===== config.mk =====
export PLATFORM = sky130hd
export DESIGN_NAME = dpw_top
export DESIGN_NICKNAME = d
export VERILOG_FILES = /design/src/verilog/dpw_pkg.sv /design/src/verilog/dpw_channel.sv /design/src/verilog/dpw_prescaler.sv /design/src/verilog/dpw_top.sv
export SDC_FILE = /design/constraint.sdc
export NUM_CORES = 1
export LEC_CHECK = 0
export ABC_AREA = 1
export BUFFER_PORTS_ARGS = -buffer_cell sky130_fd_sc_hd__buf_2
export CAP_MARGIN = 0
export CORE_AREA = 2 2 112 195
export CTS_BUF_LIST = sky130_fd_sc_hd__clkbuf_8
export DETAILED_ROUTE_END_ITERATION = 16
export DIE_AREA = 0 0 114 197
export PLACE_DENSITY = 0.59
export SLEW_MARGIN = 10
export SYNTH_ARGS = -nofsm -noshare
export SYNTH_HDL_FRONTEND = slang
export SYNTH_SLANG_ARGS = --single-unit

===== constraint.sdc =====
create_clock -name hclk -period 3.8 [get_ports hclk]
set_input_delay 0.38 -clock hclk [delete_from_list [all_inputs] [get_ports hclk]]
set_output_delay 0.38 -clock hclk [all_outputs]
set_load 0.005 [all_outputs]

===== src/verilog/dpw_pkg.sv =====
package dpw_pkg;

    // ==========================================================
    // Register map: word indices, the byte address is four times the index
    // ==========================================================
    localparam logic [7:0] DPW_TIMER_AB_CONTROL_ADDR = 8'h05;
    localparam logic [7:0] DPW_CTRL_IDX      = 8'h05;
    localparam logic [7:0] DPW_PERIOD_A_IDX  = 8'h10;
    localparam logic [7:0] DPW_DUTY_A_IDX    = 8'h11;
    localparam logic [7:0] DPW_COUNT_A_IDX   = 8'h12;
    localparam logic [7:0] DPW_PERIOD_B_IDX  = 8'h13;
    localparam logic [7:0] DPW_DUTY_B_IDX    = 8'h14;
    localparam logic [7:0] DPW_COUNT_B_IDX   = 8'h15;
    localparam logic [7:0] DPW_OUT_CTRL_IDX  = 8'h16;
    localparam logic [7:0] DPW_STATUS_IDX    = 8'h17;
    localparam logic [7:0] DPW_MASK_IDX      = 8'h18;
    localparam logic [7:0] DPW_SHADOW_IDX    = 8'h19;

    // ==========================================================
    // Field positions and reset values
    // ==========================================================
    localparam int DPW_CNT_W       = 10;
    localparam int DPW_PS_W        = 3;
    localparam int DPW_DIV_W       = 8;
    localparam int DPW_ON_A_BIT    = 7;
    localparam int DPW_PS_A_LSB    = 4;
    localparam int DPW_ON_B_BIT    = 3;
    localparam int DPW_PS_B_LSB    = 0;
    localparam logic [7:0] DPW_CTRL_RST    = 8'h00;
    localparam logic [9:0] DPW_PERIOD_RST  = 10'h3FF;
    localparam logic [9:0] DPW_DUTY_RST    = 10'h000;
    localparam logic [1:0] DPW_OUTEN_RST   = 2'h0;
    localparam logic [1:0] DPW_MASK_RST    = 2'h0;

    // ==========================================================
    // Types
    // ==========================================================
    typedef struct packed
    {
        logic       on;
        logic [2:0] ps_sel;
        logic       out_en;
        logic [9:0] period_value;
        logic [9:0] duty_value;
    } dpw_chan_cfg_s;

    typedef struct packed
    {
        logic [9:0] channel_counter;
        logic [9:0] duty_shadow;
        logic       pulse_out;
        logic       match;
    } dpw_chan_stat_s;

    typedef enum logic [1:0]
    {
        DPW_BUS_IDLE  = 2'b00,
        DPW_BUS_WRITE = 2'b01,
        DPW_BUS_READ  = 2'b10
    } dpw_bus_e;

endpackage


===== src/verilog/dpw_channel.sv =====
module dpw_channel
    import dpw_pkg::*;
(
    // Clock and reset
    input  wire logic           hclk,
    input  wire logic           hresetn,
    // Configuration and state
    input  wire dpw_chan_cfg_s  cfg,
    input  wire logic           halt,
    output dpw_chan_stat_s      stat
);

    // ==========================================================
    // Counter, shadow and output
    // ==========================================================
    logic       tick;
    logic       run;
    logic [9:0] cnt_reg;
    logic [9:0] shadow_reg;
    logic       out_reg;
    logic       wrap;

    assign run = cfg.on && !halt;

    dpw_prescaler u_ps
    (
        .hclk    (hclk),
        .hresetn (hresetn),
        .run     (run),
        .ps_sel  (cfg.ps_sel),
        .tick    (tick)
    );

    assign wrap = tick && (cnt_reg == cfg.period_value);

    always_ff @(posedge hclk or negedge hresetn)
    begin
        if (!hresetn)
            cnt_reg <= '0;
        else if (wrap)
            cnt_reg <= '0;
        else if (tick)
            cnt_reg <= cnt_reg + 10'h001;
    end

    // The new duty is only ever taken at the wrap, never mid-period.
    always_ff @(posedge hclk or negedge hresetn)
    begin
        if (!hresetn)
            shadow_reg <= DPW_DUTY_RST;
        else if (wrap)
            shadow_reg <= cfg.duty_value;
    end

    // The pin only follows the waveform while the output is enabled.
    always_ff @(posedge hclk or negedge hresetn)
    begin
        if (!hresetn)
            out_reg <= 1'b0;
        else if (!cfg.out_en)
            out_reg <= 1'b0;
        else if (wrap)
            out_reg <= (cfg.duty_value != 10'h000);
        else if (tick && (cnt_reg + 10'h001 == shadow_reg))
            out_reg <= 1'b0;
    end

    assign stat.channel_counter = cnt_reg;
    assign stat.duty_shadow     = shadow_reg;
    assign stat.pulse_out       = out_reg;
    assign stat.match           = wrap;

endmodule


===== src/verilog/dpw_prescaler.sv =====
module dpw_prescaler
    import dpw_pkg::*;
(
    // Clock and reset
    input  wire logic                hclk,
    input  wire logic                hresetn,
    // Control
    input  wire logic                run,
    input  wire logic [DPW_PS_W-1:0] ps_sel,
    // Tick
    output logic                     tick
);

    // ==========================================================
    // Divider
    // ==========================================================
    logic [DPW_DIV_W-1:0] div_reg;
    logic [DPW_DIV_W-1:0] div_last;

    // Code 0 divides by 2, each step doubles up to 256.
    assign div_last = DPW_DIV_W'((9'h002 << ps_sel) - 9'h001);

    // The count clears while stopped so every start begins a full step.
    always_ff @(posedge hclk or negedge hresetn)
    begin
        if (!hresetn)
            div_reg <= '0;
        else if (!run)
            div_reg <= '0;
        else if (div_reg >= div_last)
            div_reg <= '0;
        else
            div_reg <= div_reg + 8'h01;
    end

    assign tick = run && (div_reg >= div_last);

endmodule


===== src/verilog/dpw_top.sv =====
// Our own choice: the AHB-Lite interface to the registers.
module dpw_top
    import dpw_pkg::*;
(
    // Clock and reset
    input  wire logic        hclk,
    input  wire logic        hresetn,
    // AHB-Lite slave
    input  wire logic        hsel,
    input  wire logic [31:0] haddr,
    input  wire logic [1:0]  htrans,
    input  wire logic        hwrite,
    input  wire logic [2:0]  hsize,
    input  wire logic        hready,
    input  wire logic [31:0] hwdata,
    output logic [31:0]      hrdata,
    output logic             hreadyout,
    output logic             hresp,
    // Power state
    input  wire logic        sleep_mode,
    input  wire logic        adc_busy,
    // Outputs
    output logic             pulse_out_a,
    output logic             pulse_out_b,
    output logic             irq
);

    // ==========================================================
    // Registers
    // ==========================================================
    logic [7:0]     ctrl_reg;
    logic [9:0]     period_a_reg;
    logic [9:0]     period_b_reg;
    logic [9:0]     duty_a_reg;
    logic [9:0]     duty_b_reg;
    logic [1:0]     outen_reg;
    logic [1:0]     status_reg;
    logic [1:0]     mask_reg;
    dpw_bus_e       phase_reg;
    logic [7:0]     idx_reg;
    dpw_chan_cfg_s  cfg [2];
    dpw_chan_stat_s stat [2];
    logic           halt;
    logic           wr_en;
    logic [1:0]     clr;
    logic [31:0]    rd_val;

    assign hreadyout = 1'b1;
    assign hresp     = 1'b0;

    // ==========================================================
    // Bus address phase capture
    // ==========================================================
    always_ff @(posedge hclk or negedge hresetn)
    begin
        if (!hresetn)
        begin
            phase_reg <= DPW_BUS_IDLE;
            idx_reg   <= '0;
        end
        else if (hready)
        begin
            if (hsel && htrans[1])
                phase_reg <= hwrite ? DPW_BUS_WRITE : DPW_BUS_READ;
            else
                phase_reg <= DPW_BUS_IDLE;
            idx_reg <= haddr[9:2];
        end
    end

    assign wr_en = (phase_reg == DPW_BUS_WRITE);

    // ==========================================================
    // Writable registers
    // ==========================================================
    always_ff @(posedge hclk or negedge hresetn)
    begin
        if (!hresetn)
        begin
            ctrl_reg     <= DPW_CTRL_RST;
            period_a_reg <= DPW_PERIOD_RST;
            period_b_reg <= DPW_PERIOD_RST;
            duty_a_reg   <= DPW_DUTY_RST;
            duty_b_reg   <= DPW_DUTY_RST;
            outen_reg    <= DPW_OUTEN_RST;
            mask_reg     <= DPW_MASK_RST;
        end
        else if (wr_en)
        begin
            case (idx_reg)
                DPW_CTRL_IDX:     ctrl_reg     <= hwdata[7:0];
                DPW_PERIOD_A_IDX: period_a_reg <= hwdata[9:0];
                DPW_PERIOD_B_IDX: period_b_reg <= hwdata[9:0];
                DPW_DUTY_A_IDX:   duty_a_reg   <= hwdata[9:0];
                DPW_DUTY_B_IDX:   duty_b_reg   <= hwdata[9:0];
                DPW_OUT_CTRL_IDX: outen_reg    <= hwdata[1:0];
                DPW_MASK_IDX:     mask_reg     <= hwdata[1:0];
                default:          ctrl_reg     <= ctrl_reg;
            endcase
        end
    end

    // ==========================================================
    // Channels
    // ==========================================================
    assign halt = sleep_mode && !adc_busy;

    always_comb
    begin
        cfg[0].on           = ctrl_reg[DPW_ON_A_BIT];
        cfg[0].ps_sel       = ctrl_reg[DPW_PS_A_LSB +: DPW_PS_W];
        cfg[0].out_en       = outen_reg[0];
        cfg[0].period_value = period_a_reg;
        cfg[0].duty_value   = duty_a_reg;
        cfg[1].on           = ctrl_reg[DPW_ON_B_BIT];
        cfg[1].ps_sel       = ctrl_reg[DPW_PS_B_LSB +: DPW_PS_W];
        cfg[1].out_en       = outen_reg[1];
        cfg[1].period_value = period_b_reg;
        cfg[1].duty_value   = duty_b_reg;
    end

    // Two identical channels; only their configuration words differ.
    for (genvar ch = 0; ch < 2; ch++)
    begin : g_chan
        dpw_channel u_chan
        (
            .hclk    (hclk),
            .hresetn (hresetn),
            .cfg     (cfg[ch]),
            .halt    (halt),
            .stat    (stat[ch])
        );
    end

    assign pulse_out_a = stat[0].pulse_out;
    assign pulse_out_b = stat[1].pulse_out;

    // ==========================================================
    // Period match flags and interrupt
    // ==========================================================
    assign clr = (wr_en && idx_reg == DPW_STATUS_IDX) ? hwdata[1:0] : 2'h0;

    // A match in the clearing cycle wins so no event is lost.
    always_ff @(posedge hclk or negedge hresetn)
    begin
        if (!hresetn)
            status_reg <= 2'h0;
        else
            status_reg <= (status_reg & ~clr) | {stat[1].match, stat[0].match};
    end

    assign irq = |(status_reg & mask_reg);

    // ==========================================================
    // Read data
    // ==========================================================
    always_comb
    begin
        case (idx_reg)
            DPW_CTRL_IDX:     rd_val = {24'h0, ctrl_reg};
            DPW_PERIOD_A_IDX: rd_val = {22'h0, period_a_reg};
            DPW_PERIOD_B_IDX: rd_val = {22'h0, period_b_reg};
            DPW_DUTY_A_IDX:   rd_val = {22'h0, duty_a_reg};
            DPW_DUTY_B_IDX:   rd_val = {22'h0, duty_b_reg};
            DPW_COUNT_A_IDX:  rd_val = {22'h0, stat[0].channel_counter};
            DPW_COUNT_B_IDX:  rd_val = {22'h0, stat[1].channel_counter};
            DPW_OUT_CTRL_IDX: rd_val = {30'h0, outen_reg};
            DPW_STATUS_IDX:   rd_val = {30'h0, status_reg};
            DPW_MASK_IDX:     rd_val = {30'h0, mask_reg};
            DPW_SHADOW_IDX:   rd_val = {6'h00, stat[1].duty_shadow, 6'h00,
                                        stat[0].duty_shadow};
            default:          rd_val = 32'h00000000;
        endcase
    end

    assign hrdata = (phase_reg == DPW_BUS_READ) ? rd_val : 32'h00000000;

endmodule

Word level (Yosys, flattened, before mapping)

Cells that the tools add are included.

Add/sub/neg operators: 6
Magnitude comparators: 2
Eq/ne operators: 19
Shift-type cells: 2
Mux-type cells: 19
Bitwise logic cells: 4
Reductions and logical operators: 25

Operators by type and width:

| kind                                                                     | count |
|---|---|
| 26-bit case mux with 11 select lines                                     | 1 |
| 8-bit by 5-bit == test with 1-bit output (second input constant)         | 10 |
| 10-bit == test                                                           | 4 |
| 10-bit two-way mux                                                       | 4 |
| 32-bit two-way mux                                                       | 1 |
| 8-bit two-way mux                                                        | 4 |
| 10-bit by 1-bit adder with 10-bit output (second input constant)         | 2 |
| 10-bit nonzero test                                                      | 2 |
| 8-bit by 1-bit adder with 8-bit output (second input constant)           | 2 |
| 8-bit >= comparator                                                      | 2 |
| 2-bit by 3-bit left shift with 8-bit output (first input constant)       | 2 |
| 8-bit by 1-bit subtractor with 8-bit output (second input constant)      | 2 |
| 2-bit AND reduction                                                      | 7 |
| 1-bit logical AND                                                        | 11 |
| 8-bit by 3-bit == test with 1-bit output (second input constant)         | 1 |
| 1-bit two-way mux                                                        | 6 |
| 2-bit two-way mux                                                        | 3 |
| 3-bit by 1-bit inequality test with 1-bit output (second input constant) | 2 |
| 2-bit bitwise AND                                                        | 2 |
| 2-bit nonzero test                                                       | 2 |
| 2-bit by 1-bit == test with 1-bit output (second input constant)         | 1 |
| 2-bit == test (second input constant)                                    | 1 |
| 1-bit logical NOT                                                        | 2 |
| 2-bit NOT                                                                | 1 |
| 2 further kinds                                                          | 2 |

Register bits after elaboration: 122
Output and inout bits: 37

Longest topological paths before layout

Gate-level depths: netlist of the first run.

Depth in word-level cells: 9
Mapped depth: 16
Gate-level depth less buffers: 16

By module

From an unflattened synthesis of the first run, not the netlist that was laid out.

Cell total of the unflattened synthesis: 1,059
Area, all modules: 7,806.2 um^2

By module, submodules not included:

| module                         | times used | cells each | area an instance (um^2) | seq. area each (um^2) |
|---|---|---|---|---|
| dpw_top                        | 1          | 484        | 3,744.8                 | 1,626.6 |
| dpw_channel (g_chan[0].u_chan) | 1          | 199        | 1,382.6                 | 525.5 |
| dpw_channel (g_chan[1].u_chan) | 1          | 196        | 1,360.1                 | 525.5 |
| dpw_prescaler                  | 2          | 90         | 659.4                   | 200.2 |

Worst setup path before layout of the first run

No wires, ideal clock.

Path kind: register to register
From: register ctrl_reg[1]
To: register g_chan[1].u_chan.cnt_reg[1]
Library setup time: 127 ps
Arrival: 2,325 ps
Data required time: 3,673 ps
Setup slack: 1,348 ps
Cell stages (with the launch flop): 14
Clock period less this slack: 2,452 ps
Cell sequence: dfrtp_1 nor2_1 nand2_1 ha_1 o32a_1 ha_1 a21oi_1 o21a_1 nand2_1 nand2_1 inv_1 buf_2 nand3_1 o21ai_0

Longest elaborated chain between the ends: 6
Elaborated cells between the ends (all ways): 7
Classes of those cells: add/sub (1); order compare (1); shift (1); mux (1); reduce/logical (3)

Ends and longest elaborated chain:

| item                                                            | RTL line            | source |
|---|---|---|
| start: declaration                                              | dpw_top.sv:31       | `logic [7:0] ctrl_reg;` |
| start signal: assignment                                        | dpw_top.sv:91       | `DPW_CTRL_IDX: ctrl_reg <= hwdata[7:0];` |
| start signal: assignment                                        | dpw_top.sv:98       | `default: ctrl_reg <= ctrl_reg;` |
| 2-bit by 3-bit left shift with 8-bit output *                   | dpw_prescaler.sv:21 | `assign div_last = DPW_DIV_W'((9'h002 << ps_sel) - 9'h001);` |
| 8-bit by 1-bit subtractor with 8-bit output *                   | dpw_prescaler.sv:21 |  |
| 8-bit >= comparator *                                           | dpw_prescaler.sv:36 | `assign tick = run && (div_reg >= div_last);` |
| 1-bit logical AND *                                             | dpw_prescaler.sv:36 |  |
| 1-bit logical AND                                               | dpw_channel.sv:34   | `assign wrap = tick && (cnt_reg == cfg.period_value);` |
| 10-bit two-way mux / 2-bit nonzero test (equally long branches) | --                  |  |
| end signal: assignment                                          | dpw_channel.sv:43   | `cnt_reg <= cnt_reg + 10'h001;` |
| end: declaration                                                | dpw_channel.sv:18   | `logic [9:0] cnt_reg;` |

Mark *: on every way between the ends. The rest lies on a longest branch, timed or not.
A chain may end at the register's enable or synchronous reset.

Worst setup path in the final report of the first run

From: register idx_reg[7]
To: output port hrdata[2]

Longest elaborated chain between the ends: 3
Elaborated cells between the ends (all ways): 13
Classes of those cells: eq/ne (11); mux (2)

Ends and longest elaborated chain:

| item                                                                                                        | RTL line       | source |
|---|---|---|
| start: declaration                                                                                          | dpw_top.sv:40  | `logic [7:0] idx_reg;` |
| start signal: assignment                                                                                    | dpw_top.sv:67  | `idx_reg <= haddr[9:2];` |
| 8-bit by 5-bit == test with 1-bit output / 8-bit by 3-bit == test with 1-bit output (equally long branches) | dpw_top.sv:159 | `case (idx_reg)` |
| 26-bit case mux with 11 select lines *                                                                      | dpw_top.sv:159 |  |
| 32-bit two-way mux *                                                                                        | dpw_top.sv:176 | `assign hrdata = (phase_reg == DPW_BUS_READ) ? rd_val : 32'h00000000;` |
| end: declaration                                                                                            | dpw_top.sv:16  | `output logic [31:0] hrdata,` |

Marks and branches as above.

==> summary.txt, run 1 <==
Outcome
  • Status: completed

Setup path
  • R2R setup slack: approximately 0.71 ns
  • Critical Path Stages: 8
  • Worst reg2reg path endpoint: g_chan[1].u_chan.cnt_reg[0]
  • Setup crit end: hrdata[2]
  • Top Family by Delay on Critical Path: simple AND/OR/NAND/NOR gates
  • Critical path's largest stage delay: about 0.42 ns
  • Critical path origin: idx_reg[7]
  • Critical Path Source Type: flip-flop
  • Crit path max fanout: 10
  • Critical path data required time: between 3 and 4 ns
  • Critical path class: flip-flop to primary output
  • Slowest CP cell: dfrtp_1
  • Crit path buf inv count: 1
  • CP endpoint kind: primary output
  • Reg-to-Reg Start: ctrl_reg[2]
  • WP data arrival: about 2.7 ns
  • Worst-path cell chain: nor2_4, nand3_4, nor2_8, nand3_2, o21ai_0, nor2_1, a21oi_1, buf_2
  • Worst Reg2Reg Path Length in Cells: 12

Final layout
  • Most frequent cells in the layout: nand2_1, inv_1, dfrtp_1, o21ai_0, nor2_1
  • Finished Layout Cells: roughly 1,300
  • Fin area: slightly above 8000 um^2
  • Antenna diode count: 0
  • Layout cells sized above 1: about 14%
  • Leading cell type in the layout, fill and taps excluded: nand2_1
  • Nets: 1,084
  • Layout overhead on the synthesized area: 11.65%

Yosys
  • Asr flop ratio synth: 100.0%
  • Cells after Synth: 945
  • Post-synth top flop: dfrtp_1
  • Ys Warns: 0
  • Synth top area cells: dfrtp_1, nand2_1, dfstp_2, o21ai_0, inv_1
  • Mean post-synth cell area: approximately 7.6 um^2
  • Post-synth top area cell: dfrtp_1
  • Synthesized area: around 7200 um^2
  • Seq/Total Area, Yosys: ~43%
  • Share of the synthesized area in the top cell type: ~35%
  • EDFF count, synth: 0
  • Post-synthesis register bit count: 122
  • Synth unique cells: 43

Clock tree
  • CTS tree: yes
  • CTS max path bufs: 2
  • Clock latency on the worst-skew pair: around 0.46 ns
  • Clock transition at the registers of the reported paths: roughly 0.080 ns
  • Num CTS Buffers: 17
  • Clock root cell: clkbuf_8
  • Setup bufs post-CTS: 0
  • # resized after CTS: 0
  • CTS Hold Bufs: 0
  • Clock sinks: approximately 120
  • H-tree depth: 4

Floorplanning
  • Die area: 22,460 um^2
  • CORE AREA: around 21,000 um^2
  • Die Wd: between 100 and 150 um
  • IO Pins: roughly 110
  • Die height: slightly below 200 um
  • Initial Util: 34.59%
  • Row cnt: 70

Place
  • HPWL after detailed placement: between 15 and 20 mm
  • Dpl cells: ~1,200
  • Placed Instance Area: around 7600 um^2
  • Placer Congestion: just under 1
  • Port bufs: 48
  • Dpl ws: roughly 0.7 ns

Timing
  • Post-route minimum period: 3.110 ns
  • Fin crit share: between 80% and 90%
  • Setup-failing EPs final: 0
  • Slew Viols, Final: 0
  • Final TNS setup: 0 ns
  • Achievable Freq: about 320 MHz
  • Unrepaired setup endpoints after global routing: false
  • Worst-margin pin slew: 0.8213 ns
  • Final WS setup: slightly below 0.7 ns
  • Slew margin rel.: between 40% and 50%
  • Worst clock skew: around 0.015 ns
  • Hold Vio Cnt, Final: 0

Route
  • Routed WL: between 20 and 25 mm
  • 1st-iter DRT viols: between 500 and 600
  • Pre-antenna DRT Iters: 5
  • Vias: about 6,400
  • DRT antenna net count: 0
  • Drt wl/cell: between 15 and 20 um
  • DR vias/cell: 5.139
  • Drc violations: 0

Run
  • MaxCap Viol Count: 0

Pwr
  • Leakage: roughly 0.0043 uW
  • Peak VDD IR: about 0.17 mV
  • Pwr dens: about 410 nW/um^2
  • Total power: approximately 3300 uW

GRT
  • Initial antenna violation count: 0
  • First-pass GRT wire length: between 30 and 40 mm
  • Total Routing Usage GR: 20.68%
  • Grt total ovfl: 0
  • Number of global-route vias before repair: about 6,600
  • Largest net degree at the start of global routing: 63

Worst hold path
  • HP Class: input port to async pin
-- layout make-up --
type / instances / area, um^2
inverter: 114 / 427.9
clock inverter: 12 / 171.4
sequential: 122 / 3078
multi-input combinational: 684 / 3511
timing repair buffer: 50 / 270.3
clock buffer: 20 / 275.3
fill: 2222 / 12800
tap: 252 / 315.3
-- worst min-delay path by stage --
stage,to,slack [ns],cells past startpoint
finish,g_chan[0].u_chan.shadow_reg[4],0.02,1
global route,g_chan[0].u_chan.u_ps.div_reg[7],0.07,1
detailed placement,ctrl_reg[7],0.47,2
floorplan,ctrl_reg[0],0.08,0
CTS,g_chan[0].u_chan.shadow_reg[4],0.04,1
global placement,ctrl_reg[3],0.47,2
-- cell usage after synthesis, types with 3 or more instances --
| cell type | n |
|---|---|
| nor3_1 | 13 |
| o22ai_1 | 30 |
| nand3b_1 | 4 |
| nand3_1 | 74 |
| nor2_1 | 78 |
| dfstp_2 | 20 |
| nor4_1 | 5 |
| ha_1 | 19 |
| inv_2 | 11 |
| a21oi_1 | 30 |
| nand2_2 | 3 |
| nand2_1 | 230 |
| nand4_1 | 12 |
| o21ai_1 | 32 |
| o21ai_0 | 82 |
| buf_4 | 14 |
| xor2_1 | 18 |
| buf_6 | 4 |
| nor2_2 | 4 |
| nand4_2 | 3 |
| inv_1 | 103 |
| nor2_4 | 6 |
| xnor2_1 | 4 |
| buf_2 | 13 |
| clkbuf_1 | 6 |
| dfrtp_1 | 102 |
-- per-stage QoR --
stage               hold slack, ns  utilization [%]
floorplan                  0.08441                -
detailed placement          0.4747            36.47
finish                     0.02373            38.61
global placement            0.4694            36.47
CTS                        0.03569            38.61
global route               0.06912            38.61
-- cell families after synthesis --
kind of cell	Yosys count	synth area share [%]
AND/OR/NAND/NOR	442	27.84
adder cells (fa/ha/maj)	19	3.297
AO/OA/AOI/OAI	185	13.85
XOR/XNOR	22	2.673
flip-flops	122	42.69
multiplexers	2	0.3124
buffers and inverters	151	9.233
other	2	0.1042
-- power by group --
| part | internal, uW | total [uW] | switching (uW) | leakage (uW) |
|---|---|---|---|---|
| combinational | 151 | 405 | 254 | 0.00276 |
| clock | 762 | 1320 | 563 | 0.000214 |
| sequential | 1430 | 1560 | 128 | 0.00128 |
| total | 2350 | 3290 | 944 | 0.00425 |
-- metal layers --
metal / vias up / GRT usage [%] / part of all wire, %
met2: 177 / 38.45 / 54
li1: 3179 / - / -
met4: 0 / 14.09 / 6.8
met3: 76 / 3.260 / 3.4
met1: 3012 / 20.61 / 36
met5: - / 0 / 0
No activity file was read; power rests on OpenSTA's default activity.
==> inputs of run 2 (changes only) <==
Settings changed: PLACE_DENSITY 0.59 to 0.61.
Clock period 3.8 ns to 2.64 ns, I/O delays scaled along.
==> run 2 against run 1 <==
  * Sequential share of layout area fell by 1.7 points
  * Sequential cell count did not move
  * Worst hold slack worse by 0.0037 ns
  * Sequential power rose by 44%
  * Critical path type unchanged
  * Critical path depth grew 2
  * Largest power group unchanged
  * Cell count up 2.5%
  * Clock skew increased by 0.0066 ns
  * Global-route usage down 0.60 points
  * Combinational power grew 60%
==> summary.txt, run 2 (synthesis results as in run 1) <==
Outcome
  • Status: completed (unchanged)

Setup path
  • Critical path data required time: 2.38 ns (was 3.42 ns)
  • Worst-path cell chain: nor2_4, nand3_4, nor2_2, nand2_1, inv_2, nand2_1, o21ai_0, nor2_1, a21oi_2, buf_2 (was nor2_4, nand3_4, nor2_8, nand3_2, o21ai_0, nor2_1, a21oi_1, buf_2)
  • WP data arrival: 2.31 ns (was 2.73 ns)
  • Critical Path Stages: 10 (was 8)
  • Critical path class: flip-flop to primary output (unchanged)
  • Critical path's largest stage delay: 0.42 ns (about the same)
  • Crit path buf inv count: 2 (was 1)
  • Crit path top cell by count: nand2_1
  • Top Family by Delay on Critical Path: simple AND/OR/NAND/NOR gates (unchanged)
  • Critical Path Source Type: flip-flop (unchanged)
  • Worst Reg2Reg Path Length in Cells: 14 (was 12)
  • Slowest CP cell: dfrtp_1 (unchanged)
  • CP endpoint kind: primary output (unchanged)
  • Crit path max fanout: 7 (was 10)

Timing
  • Slew margin rel.: 51.22% (was 45.04%)
  • Slew Viols, Final: 0 (unchanged)
  • Hold Vio Cnt, Final: 0 (unchanged)
  • Post-route minimum period: approximately 2.6 ns
  • Setup-failing EPs final: 0 (unchanged)
  • Worst clock skew: 0.02163 ns (was 0.01500 ns)
  • Achievable Freq: between 300 and 400 MHz
  • Final WS setup: 0.07047 ns (was 0.6898 ns)
  • Worst-margin pin slew: 0.7299 ns (was 0.8213 ns)
  • Fin crit share: between 90% and 100%
  • Final TNS setup: 0 ns (unchanged)

Place
  • Dpl cells: 1,245 (was 1,222)
  • Dpl ws: -0.02761 ns (was 0.7034 ns)
  • Placer Congestion: 0.9408 (was 0.9637)
  • HPWL after detailed placement: 16.96 mm (was 16.94 mm)
  • Port bufs: 48 (unchanged)

Final layout
  • Leading cell type in the layout, fill and taps excluded: nand2_1 (unchanged)
  • Nets: 1,115 (was 1,084)
  • Layout overhead on the synthesized area: 16.78% (was 11.65%)
  • Antenna diode count: 0 (unchanged)
  • Layout cells sized above 1: 18.97% (was 13.97%)
  • Most frequent cells in the layout: nand2_1, dfrtp_1, inv_1, o21ai_0, nor2_1 (was nand2_1, inv_1, dfrtp_1, o21ai_0, nor2_1)
  • Finished Layout Cells: 1,285 (was 1,254)

Pwr
  • Switch share: 30.00% (was 28.69%)
  • Sequential share of power: 47.8% (was 47.5%)
  • Leakage: 0.004422 uW (was 0.004252 uW)
  • Peak VDD IR: 0.2984 mV (was 0.1711 mV)
  • Pwr dens: 560.6 nW/um^2 (was 408.9 nW/um^2)
  • Combinational share of power: 13.7% (was 12.3%)
  • Internal power: 3304 uW (was 2347 uW)
  • Sw power: 1416 uW (was 944.3 uW)
  • Clock power frac: 38.5% (was 40.2%)

Floorplanning
  • Die Wd: 114 um (unchanged)
  • Initial Util: 34.59% (unchanged)
  • IO Pins: 113 (unchanged)
  • Row cnt: 70 (unchanged)
  • Die area: 22,460 um^2 (unchanged)
  • CORE AREA: 20,850 um^2 (unchanged)
  • Die height: 197 um (unchanged)

Route
  • DR vias/cell: 5.180 (was 5.139)
  • Drt wl/cell: 17.08 um (was 17.65 um)
  • Vias: 6,656 (was 6,444)
  • 1st-iter DRT viols: 461 (was 509)
  • DRT antenna net count: 0 (unchanged)
  • Drc violations: 0 (unchanged)
  • Routed WL: 21.95 mm (was 22.13 mm)
  • Pre-antenna DRT Iters: 5 (unchanged)

GRT
  • First-pass GRT wire length: 34.29 mm (was 35.07 mm)
  • Largest net degree at the start of global routing: 44 (was 63)
  • Grt total ovfl: 0 (unchanged)
  • Number of global-route vias before repair: 6,513 (was 6,553)
  • Total Routing Usage GR: 20.08% (was 20.68%)
  • Initial antenna violation count: 0 (unchanged)

Clock tree
  • CTS max path bufs: 2 (unchanged)
  • Clock sinks: 122 (unchanged)
  • Clock latency on the worst-skew pair: 0.47 ns (was 0.46 ns)
  • Num CTS Buffers: 17 (unchanged)
  • CTS tree: yes (unchanged)
  • Clock root cell: clkbuf_8 (unchanged)
  • H-tree depth: 4 (unchanged)
  • Clock transition at the registers of the reported paths: 0.07 ns (was 0.08 ns)

Run
  • MaxCap Viol Count: 0 (unchanged)

Worst hold path
  • HP Class: input port to flip-flop (was input port to async pin)
  • Worst Hold Depth: 3
## run 2: layout make-up
class	count	area [um^2]
Fill cell	2172	12430
Multi-Input combinational cell	684	3620
Sequential cell	122	3078
Timing Repair Buffer	81	546.8
Inverter	114	430.4
Tap cell	252	315.3
Clock buffer	19	261.5
Clock inverter	13	167.7
## run 2: path summary, 6_finish.rpt
kind / startpoint / to / slack (ns)
min in group asynchronous: hresetn / duty_a_reg[5] / 0.35
hold / removal: haddr[4] / idx_reg[2] / 0.02
setup / recovery: idx_reg[6] / hrdata[3] / 0.07
hold reg to reg: period_a_reg[0] / period_a_reg[0] / 0.49
max in group asynchronous: hresetn / period_a_reg[9] / 1.52
setup reg to reg: ctrl_reg[1] / g_chan[1].u_chan.out_reg / 0.15
## run 2: worst reg2reg max path: stages, from the launching register on
cell and delay (ns):
dfrtp_1 0.42, nor2_2 0.11, nand2_1 0.09, ha_2 0.21, o32a_1 0.33, ha_4 0.28, nand2_1 0.07, o21a_1 0.19
nand2_2 0.09, nand2_4 0.09, nor2_4 0.21, buf_6 0.15, nor2_1 0.04, nand2_1 0.05, nand2_1 0.05
## run 2: power groups by stage
stage          clock (uW)  combinational (uW)  sequential (uW)
2_1_floorplan           0                 428             2220
3_3_place_gp            0                 610             2280
3_5_place_dp            0                 628             2280
4_1_cts              1840                 638             2250
5_1_grt              1930                 743             2280
6_report             1820                 648             2250
## run 2: through the flow
| step | total power [uW] | hold slack [ns] | utilization, % | instance area (um^2) |
|---|---|---|---|---|
| 6_report | 4720 | 0.02006 | 40.39 | 8419 |
| 5_1_grt | 4952 | 0.01722 | 40.39 | 8419 |
| 3_3_place_gp | 2894 | 0.3059 | 37.36 | 7787 |
| 3_5_place_dp | 2911 | 0.3094 | 37.36 | 7787 |
| 4_1_cts | 4726 | 0.009158 | 39.74 | 8284 |
| 2_1_floorplan | 2643 | -0.03159 | - | 7254 |
## run 2: metal layers
layer,global-route usage (%),vias to the layer above,share of wire (%)
met5,0,-,0
met4,14.27,0,7.0
met2,36.09,188,53
met1,21.05,3150,36
li1,-,3257,-
met3,2.891,61,3.8
## run 2: what timing repair did
item,in CTS,in global routing
pin swaps,1,7
gates cloned,0,1
hold buffers,1,0
endpoints found under the hold margin,31,0
setup endpoints to repair,17,40
buffers inserted,3,3
resized for setup,10,28
